$ cat src/verilog/dsa_pkg.sv
// constants shared by the dual serial audio input ports
// ==========================================================================
// Notes on behaviour
// - three framing formats accepted on each port
// - rj/lj: word select high means left
// - data bit sampled on bit clock rise
// - rj: msb sixteen bit clocks after transition
// - rj, 64 clocks: lsb ends before transition
// - i2s: word select low means left
// - i2s: msb one bit clock after transition
// - lj: msb in first bit clock period
// - sample words forwarded to digital mixer path
// - each port runs at its own rate
package dsa_pkg;
	// ======================================================================
	// geometry
	localparam int DSA_NUM_PORTS = 2;
	localparam int DSA_WORD_W = 16;
	localparam int DSA_CNT_W = 6;
	localparam int DSA_SYNC_STAGES = 3;
	localparam int DSA_BUF_DEPTH = 2;
	// ======================================================================
	// format select encoding
	localparam logic [1:0] DSA_FMT_RJ = 2'h0;
	localparam logic [1:0] DSA_FMT_I2S = 2'h1;
	localparam logic [1:0] DSA_FMT_LJ = 2'h2;
	// ======================================================================
	// msb position in bit clock periods after a word select transition
	localparam logic [5:0] DSA_RJ_MSB_DELAY = 6'h10;
	localparam logic [5:0] DSA_I2S_MSB_DELAY = 6'h01;
	localparam logic [5:0] DSA_LJ_MSB_DELAY = 6'h00;
	localparam logic [5:0] DSA_CNT_MAX = 6'h3f;
	// ======================================================================
	// reset values
	localparam logic [15:0] DSA_WORD_RST = 16'h0000;
	localparam logic [5:0] DSA_CNT_RST = 6'h3f;
	localparam logic [2:0] DSA_SYNC_RST = 3'h0;
	// link bit clock period in the bench, ns, and the core clock rate
	localparam int DSA_REF_CLK_MHZ = 125;
	localparam int DSA_LINK_PERIOD_NS = 80;
	localparam int DSA_LINK_PERIOD_CYC = (DSA_LINK_PERIOD_NS * DSA_REF_CLK_MHZ) / 1000;
endpackage : dsa_pkg

$ cat src/verilog/dsa_serial_in.sv
// dual serial audio input ports feeding the digital mixer
`timescale 1ns/10ps
module dsa_serial_in
	import dsa_pkg::*;
#(
	parameter int NUM_PORTS = DSA_NUM_PORTS,
	parameter int WORD_W = DSA_WORD_W
) (
	input wire logic ref_clk_i,
	input wire logic rst_b_i,
	input wire logic [NUM_PORTS-1:0] bit_clock_i,
	input wire logic [NUM_PORTS-1:0] word_select_i,
	input wire logic [NUM_PORTS-1:0] serial_data_i,
	input wire logic [NUM_PORTS-1:0] port_enable_i,
	input wire logic [NUM_PORTS-1:0][1:0] format_sel_i,
	output logic [NUM_PORTS-1:0] smp_valid_o,
	input wire logic [NUM_PORTS-1:0] smp_ready_i,
	output logic [NUM_PORTS-1:0][WORD_W-1:0] smp_left_o,
	output logic [NUM_PORTS-1:0][WORD_W-1:0] smp_right_o,
	output logic [NUM_PORTS-1:0] overrun_o
);

	// ======================================================================
	// helpers
	function automatic logic [5:0] msb_delay(input logic [1:0] fmt);
		logic [5:0] d;
		d = DSA_LJ_MSB_DELAY;
		if (fmt == DSA_FMT_RJ) begin
			d = DSA_RJ_MSB_DELAY;
		end else if (fmt == DSA_FMT_I2S) begin
			d = DSA_I2S_MSB_DELAY;
		end
		return d;
	endfunction : msb_delay

	function automatic logic is_left(input logic [1:0] fmt, input logic ws);
		logic l;
		l = ws;
		if (fmt == DSA_FMT_I2S) begin
			l = ~ws;
		end
		return l;
	endfunction : is_left

	// ======================================================================
	// pin synchronisers: three stages, a level counts once stages two and
	// three agree; the first stage feeds only the second
	logic [NUM_PORTS-1:0][2:0] bclk_sync_r;
	logic [NUM_PORTS-1:0][2:0] ws_sync_r;
	logic [NUM_PORTS-1:0][2:0] dat_sync_r;
	logic [NUM_PORTS-1:0] bclk_lvl_r;
	logic [NUM_PORTS-1:0] ws_lvl_r;
	logic [NUM_PORTS-1:0] dat_lvl_r;
	logic [NUM_PORTS-1:0] bclk_rise;

	always_ff @(posedge ref_clk_i) begin
		if (!rst_b_i) begin
			bclk_sync_r <= '0;
			ws_sync_r <= '0;
			dat_sync_r <= '0;
		end else begin
			for (int p = 0; p < NUM_PORTS; p++) begin
				bclk_sync_r[p] <= {bclk_sync_r[p][1:0], bit_clock_i[p]};
				ws_sync_r[p] <= {ws_sync_r[p][1:0], word_select_i[p]};
				dat_sync_r[p] <= {dat_sync_r[p][1:0], serial_data_i[p]};
			end
		end
	end

	always_ff @(posedge ref_clk_i) begin
		if (!rst_b_i) begin
			bclk_lvl_r <= '0;
			ws_lvl_r <= '0;
			dat_lvl_r <= '0;
		end else begin
			for (int p = 0; p < NUM_PORTS; p++) begin
				if (bclk_sync_r[p][1] == bclk_sync_r[p][2]) begin
					bclk_lvl_r[p] <= bclk_sync_r[p][2];
				end
				if (ws_sync_r[p][1] == ws_sync_r[p][2]) begin
					ws_lvl_r[p] <= ws_sync_r[p][2];
				end
				if (dat_sync_r[p][1] == dat_sync_r[p][2]) begin
					dat_lvl_r[p] <= dat_sync_r[p][2];
				end
			end
		end
	end

	// data and word select are taken at the filtered rising bit clock edge;
	// all three pins pass the same filter, but word select and data are read from their registered levels, one core cycle older than the edge
	always_comb begin
		for (int p = 0; p < NUM_PORTS; p++) begin
			bclk_rise[p] = bclk_sync_r[p][1] & bclk_sync_r[p][2] & ~bclk_lvl_r[p];
		end
	end

	// ======================================================================
	// bit position counter, restarted by each word select transition
	logic [NUM_PORTS-1:0] ws_prev_r;
	logic [NUM_PORTS-1:0][5:0] pos_r;
	logic [NUM_PORTS-1:0] ws_edge;
	logic [NUM_PORTS-1:0][5:0] pos_now;

	always_comb begin
		for (int p = 0; p < NUM_PORTS; p++) begin
			ws_edge[p] = ws_lvl_r[p] ^ ws_prev_r[p];
			pos_now[p] = ws_edge[p] ? 6'h00 : pos_r[p];
		end
	end

	// each port counts on its own bit clock only, so rates are independent
	always_ff @(posedge ref_clk_i) begin
		if (!rst_b_i) begin
			ws_prev_r <= '0;
			pos_r <= {NUM_PORTS{DSA_CNT_RST}};
		end else begin
			for (int p = 0; p < NUM_PORTS; p++) begin
				if (bclk_rise[p]) begin
					ws_prev_r[p] <= ws_lvl_r[p];
					if (pos_now[p] != DSA_CNT_MAX) begin
						pos_r[p] <= pos_now[p] + 6'h01;
					end else begin
						pos_r[p] <= DSA_CNT_MAX;
					end
				end
			end
		end
	end

	// ======================================================================
	// word assembly: sixteen bits msb first from the format's msb slot
	logic [NUM_PORTS-1:0][WORD_W-1:0] shift_r;
	logic [NUM_PORTS-1:0][WORD_W-1:0] left_r;
	logic [NUM_PORTS-1:0] left_ok_r;
	logic [NUM_PORTS-1:0] pair_done;
	logic [NUM_PORTS-1:0] in_word;
	logic [NUM_PORTS-1:0] last_bit;
	logic [NUM_PORTS-1:0][WORD_W-1:0] word_now;

	always_comb begin
		for (int p = 0; p < NUM_PORTS; p++) begin
			in_word[p] = (pos_now[p] >= msb_delay(format_sel_i[p])) &&
				(pos_now[p] < msb_delay(format_sel_i[p]) + 6'(WORD_W));
			last_bit[p] = pos_now[p] == msb_delay(format_sel_i[p]) + 6'(WORD_W - 1);
			word_now[p] = {shift_r[p][WORD_W-2:0], dat_lvl_r[p]};
			pair_done[p] = bclk_rise[p] & in_word[p] & last_bit[p] & port_enable_i[p] &
				~is_left(format_sel_i[p], ws_lvl_r[p]) & left_ok_r[p];
		end
	end

	always_ff @(posedge ref_clk_i) begin
		if (!rst_b_i) begin
			shift_r <= {NUM_PORTS{DSA_WORD_RST}};
		end else begin
			for (int p = 0; p < NUM_PORTS; p++) begin
				if (bclk_rise[p] && in_word[p]) begin
					shift_r[p] <= word_now[p];
				end
			end
		end
	end

	// a right word only pairs with a left word from the same frame
	always_ff @(posedge ref_clk_i) begin
		if (!rst_b_i) begin
			left_r <= {NUM_PORTS{DSA_WORD_RST}};
			left_ok_r <= '0;
		end else begin
			for (int p = 0; p < NUM_PORTS; p++) begin
				if (!port_enable_i[p]) begin
					left_ok_r[p] <= 1'b0;
				end else if (bclk_rise[p] && in_word[p] && last_bit[p]) begin
					if (is_left(format_sel_i[p], ws_lvl_r[p])) begin
						left_r[p] <= word_now[p];
						left_ok_r[p] <= 1'b1;
					end else begin
						left_ok_r[p] <= 1'b0;
					end
				end
			end
		end
	end

	// ======================================================================
	// two-entry pair buffer toward the mixer; a stall of up to two full
	// frames loses nothing, a longer stall drops the newest pair
	logic [NUM_PORTS-1:0][DSA_BUF_DEPTH-1:0][WORD_W-1:0] buf_l_r;
	logic [NUM_PORTS-1:0][DSA_BUF_DEPTH-1:0][WORD_W-1:0] buf_r_r;
	logic [NUM_PORTS-1:0] wr_ptr_r;
	logic [NUM_PORTS-1:0] rd_ptr_r;
	logic [NUM_PORTS-1:0][1:0] fill_r;
	logic [NUM_PORTS-1:0] push;
	logic [NUM_PORTS-1:0] pop;
	logic [NUM_PORTS-1:0] full;

	// valid is settled before pop reads it; a pop in the cycle a pair
	// completes frees the slot, so a full buffer being drained drops nothing
	always_comb begin
		for (int p = 0; p < NUM_PORTS; p++) begin
			smp_valid_o[p] = fill_r[p] != 2'h0;
			full[p] = fill_r[p] == 2'(DSA_BUF_DEPTH);
			pop[p] = smp_valid_o[p] & smp_ready_i[p];
			push[p] = pair_done[p] & (~full[p] | pop[p]);
			smp_left_o[p] = buf_l_r[p][rd_ptr_r[p]];
			smp_right_o[p] = buf_r_r[p][rd_ptr_r[p]];
		end
	end

	always_ff @(posedge ref_clk_i) begin
		if (!rst_b_i) begin
			buf_l_r <= '0;
			buf_r_r <= '0;
			wr_ptr_r <= '0;
		end else begin
			for (int p = 0; p < NUM_PORTS; p++) begin
				if (push[p]) begin
					buf_l_r[p][wr_ptr_r[p]] <= left_r[p];
					buf_r_r[p][wr_ptr_r[p]] <= word_now[p];
					wr_ptr_r[p] <= ~wr_ptr_r[p];
				end
			end
		end
	end

	always_ff @(posedge ref_clk_i) begin
		if (!rst_b_i) begin
			rd_ptr_r <= '0;
			fill_r <= '0;
		end else begin
			for (int p = 0; p < NUM_PORTS; p++) begin
				if (pop[p]) begin
					rd_ptr_r[p] <= ~rd_ptr_r[p];
				end
				if (push[p] && !pop[p]) begin
					fill_r[p] <= fill_r[p] + 2'h1;
				end else if (pop[p] && !push[p]) begin
					fill_r[p] <= fill_r[p] - 2'h1;
				end
			end
		end
	end

	// one-cycle pulse when a finished pair found the buffer full
	always_ff @(posedge ref_clk_i) begin
		if (!rst_b_i) begin
			overrun_o <= '0;
		end else begin
			overrun_o <= pair_done & ~push;
		end
	end

endmodule : dsa_serial_in

$ cat config.mk
export PLATFORM = sky130hd
export DESIGN_NAME = dsa_serial_in
export DESIGN_NICKNAME = d
export VERILOG_FILES = /design/src/verilog/dsa_pkg.sv /design/src/verilog/dsa_serial_in.sv
export SDC_FILE = /design/constraint.sdc
export NUM_CORES = 1
export LEC_CHECK = 0
export ABC_AREA = 1
export BUFFER_PORTS_ARGS = -buffer_cell sky130_fd_sc_hd__buf_2
export CAP_MARGIN = 25
export CORE_UTILIZATION = 35
export CTS_BUF_LIST = sky130_fd_sc_hd__clkbuf_8
export DETAILED_ROUTE_END_ITERATION = 10
export GPL_ROUTABILITY_DRIVEN = 0
export SLEW_MARGIN = 10
export SYNTH_ARGS = -nofsm -noshare
export SYNTH_HDL_FRONTEND = slang
export SYNTH_SLANG_ARGS = --single-unit
$ cat constraint.sdc
create_clock -name ref_clk_i -period 7.05 [get_ports ref_clk_i]
set_clock_uncertainty 0.05 [all_clocks]
set_input_delay 2.115 -clock ref_clk_i [delete_from_list [all_inputs] [get_ports ref_clk_i]]
set_output_delay 2.115 -clock ref_clk_i [all_outputs]
set_load 0.005 [all_outputs]
==> summary.md <==
| Metric | Value |
|---|---|
| Hold slack | `between 0.3 and 0.4 ns` |
| Synth top area cells | `dfxtp_1 46%, nand2_1 15%, nor2_1 14%` |
| Dpl cells | `1996` |
| Final-report max-slew violation count | `0` |
| Syn Nets | `between 1500 and 2000` |
| Final Instance Count excl. Fillers | `between 2000 and 2500` |
| Buffers on Ports | `between 80 and 90` |
| CTS tree | `built` |
| Crit path top cell by count | `nor2_1` |
| CP max stage delay | `0.70 ns` |
| DRT antenna net count | `0` |
| Worst EP arrival | `~5.2 ns` |
| Crit. End Element | `register` |
| Tot GR Track Use | `15.44%` |
| Comb pwr share | `3.3%` |
| Proportion of layout cells with a drive suffix above 1 | `a little over a tenth` |
| Leakage power | `around 6.4 nW` |
| Fin nets | `about 1700` |
| Global-route wire length before repair | `about 40 mm` |
| Setup Fix Bufs, Post-CTS | `0` |
| Setup tns final | `0 ns` |
| Worst-Margin Slew | `slightly above 0.9 ns` |
| Power Density | `237.3 nW/um^2` |
| Congestion Overflow GR | `0` |
| Netlist cell types | `34` |
| Core area | `29560 um^2` |
| 1st-iter DRT viols | `approximately 550` |
| Switch share | `22.85%` |
| I/O pins | `84` |
| Die width | `approximately 180 um` |
| Largest family of logic cells by synthesized area | `simple AND/OR/NAND/NOR gates` |
| Worst hold start | `ws_sync_r[0]$_SDFF_PN0_` |
| Post-synth top area share | `between 40 and 50%` |
| Synth Area per Inst | `about 6.6 um^2` |
| RSZ-0062 raised after global routing | `false` |
| Fill count | `about 3100` |
| Fin. Hold Viols | `0` |
| Status | `finished clean` |
| Residual DRC | `0` |
| Vias in the first global route | `a little over 8000` |
| Post-Synthesis Cells | `1592` |
| CP startpoint | `format_sel_i[3]` |
| DR pass1 iterations | `4` |
| Rel. slew slack | `between 30% and 40%` |
| Hold WC Path Type | `register to register` |
| Period utilisation layout | `between 60% and 70%` |
| Cts bufs inserted | `43` |
| CTS max path bufs | `3` |
| Post-layout minimum cycle time | `around 5 ns` |
| Synthesized-area fraction occupied by adder cells | `1.671%` |
| Area Growth Syn to Fin | `15.29%` |
| Die area | `between 30000 and 40000 um^2` |
| Seq pwr share | `roughly 48%` |
| Synth Flop Type | `dfxtp_1` |
| Routed wire per std cell | `approximately 11 um` |
| Detailed Place HPWL | `around 15 mm` |
| Ys async rst share | `0%` |
| Psw | `about 0.00066 W` |
| Worst-skew pair later-pin latency | `0.55 ns` |
| VDD IR-drop max | `0.0002262 V` |
| Sinks on Clock Net | `240` |
| Synthesis Warnings | `0` |
| Root buffer cell | `clkbuf_8` |
| Highest clock rate | `about 210 MHz` |
| Clock share of power | `roughly half` |
| Origin of the critical flop-to-flop path | `ws_lvl_r[1]$_SDFFE_PN0N_` |
| WL final | `around 23 mm` |
| Vias | `9000` |
| Starting Density | `a little over a third` |
| Post-synthesis compound-gate area fraction | `9.212%` |
| Row count | `63` |
| CP cell instances | `buf_2, nor2_1, inv_1, ha_1, a21oi_1, nand2_1, nor2_1, nand2_1, nor2_4, nand4_4, nor2_1, nor2_1` |
| P_int | `approximately 0.0022 W` |
| Multiplexer area fraction after synthesis | `0%` |
| Cell area after synthesis | `10490 um^2` |
| Commonest non-fill, non-tap cell in the layout | `nand2_1` |
| Maxcap violations | `0` |
| # diodes | `0` |
| Most frequent cells in the layout | `427 x nand2_1, 384 x nor2_1, 238 x dfxtp_1` |
| Die Y | `roughly 180 um` |
| Setup Crit Path Kind | `input pin to register` |
| Htree depth | `2` |
| # setup viols final | `0` |
| WP data required | `~7.4 ns` |
| Crit start category | `input pin` |
| Register area share after synthesis | `between 40 and 50%` |
| CTS Hold Bufs | `0` |
| CP max-delay cell | `nand4_4` |
| Largest net degree at the start of global routing | `~110` |
| DR vias/cell | `4.344` |
| Initial antenna violation count | `0` |
| Area leader, netlist | `dfxtp_1` |
| EDFF count, synth | `0` |
| #FFs+latches synth | `240` |
| Crit path max fanout | `64` |
| Clk slew on worst S/H paths | `about 0.06 ns` |
| Post_cts resized | `0` |
| Simple-Gate Fraction of Synth Area | `around a third` |
| Xor-xnor portion of the synthesized cell area | `less than 1%` |
## worst max-delay path, delay by kind of cell
| family | cells | cell delay (ns) |
|---|---|---|
| simple gates | 8 | 2.35 |
| fa+ha+maj | 1 | 0.30 |
| buf+inv | 2 | 0.23 |
| compound gates | 1 | 0.15 |
## through the flow
stage / setup WS, ns / area (um^2) / total power (W) / util (%)
global placement: 1.655 / 11090 / 0.001499 / 37.53
global route: 1.748 / 12090 / 0.002994 / 40.89
detailed placement: 1.566 / 11110 / 0.001504 / 37.60
finish: 2.178 / 12090 / 0.002869 / 40.89
floorplan: 2.835 / 10490 / 0.001474 / -
CTS: 2.109 / 12050 / 0.002914 / 40.75
## final timing paths
path,end,slack (ns),cells past startpoint
min,ws_sync_r[1]$_SDFF_PN0_,0.36,2
max reg2reg,buf_l_r[32]$_SDFFE_PN0P_,3.34,14
max,buf_l_r[32]$_SDFFE_PN0P_,2.18,12
min reg2reg,ws_sync_r[1]$_SDFF_PN0_,0.36,2
## synthesized netlist by cell type, types with 2 or more instances
| cell type | instances |
|---|---|
| inv_2 | 7 |
| buf_6 | 4 |
| buf_2 | 19 |
| nand2_1 | 427 |
| o21ai_0 | 139 |
| a31oi_1 | 2 |
| nand3_1 | 14 |
| nor2_1 | 385 |
| xor2_1 | 5 |
| nor2_4 | 2 |
| dfxtp_1 | 240 |
| a21oi_1 | 36 |
| ha_1 | 14 |
| buf_4 | 3 |
| o31ai_1 | 2 |
| o22ai_1 | 8 |
| inv_1 | 206 |
| buf_1 | 3 |
| nand3_2 | 4 |
| xnor2_1 | 2 |
| nand2_2 | 4 |
| nor3_1 | 7 |
| nand4_1 | 2 |
| clkbuf_1 | 47 |
## sequential cells by signal, summed over array words and instances, names as in the netlist
signal / flops
pos_r: 12
rd_ptr_r: 2
bclk_lvl_r: 2
dat_sync_r: 6
shift_r: 30
dat_lvl_r: 2
overrun_o: 2
left_r: 32
ws_lvl_r: 2
bclk_sync_r: 6
buf_r_r: 64
ws_prev_r: 2
ws_sync_r: 6
fill_r: 4
left_ok_r: 2
buf_l_r: 64
wr_ptr_r: 2
## final cells by class
class	count	area [um^2]	area share, %
Inverter	214	803.3	6.645
Tap cell	390	488.0	4.037
Clock buffer	52	715.7	5.921
Timing Repair Buffer	92	529.3	4.378
Multi-Input combinational cell	1062	4529	37.47
Sequential cell	240	4807	39.77
Clock inverter	22	215.2	1.780
## layer usage
layer / GRT usage (%) / up-vias / share of wire, %
met2: 26.39 / 139 / 47
met4: 4.964 / 0 / 2.1
met3: 2.872 / 42 / 3.7
met5: 0 / - / 0
li1: - / 4908 / -
met1: 19.51 / 3911 / 47
## cells by family (layout without fill, tap and decap cells)
logic type	after synthesis	in the layout
AND/OR/NAND/NOR	852	852
buffers and inverters	290	380
XOR/XNOR	7	7
adder cells (fa/ha/maj)	14	14
flip-flops	240	240
AO/OA/AOI/OAI	189	189
## power groups by stage
| stage | logic, W | clock network (W) | registers, W |
|---|---|---|---|
| 5_1_grt | 0.000109 | 0.00150 | 0.00138 |
| 6_report | 0.0000950 | 0.00139 | 0.00138 |
| 2_1_floorplan | 0.0000740 | 0 | 0.00140 |
| 3_3_place_gp | 0.0000752 | 0 | 0.00142 |
| 3_5_place_dp | 0.0000863 | 0 | 0.00142 |
| 4_1_cts | 0.0000868 | 0.00144 | 0.00139 |
Power figures use the tool's default switching activity.
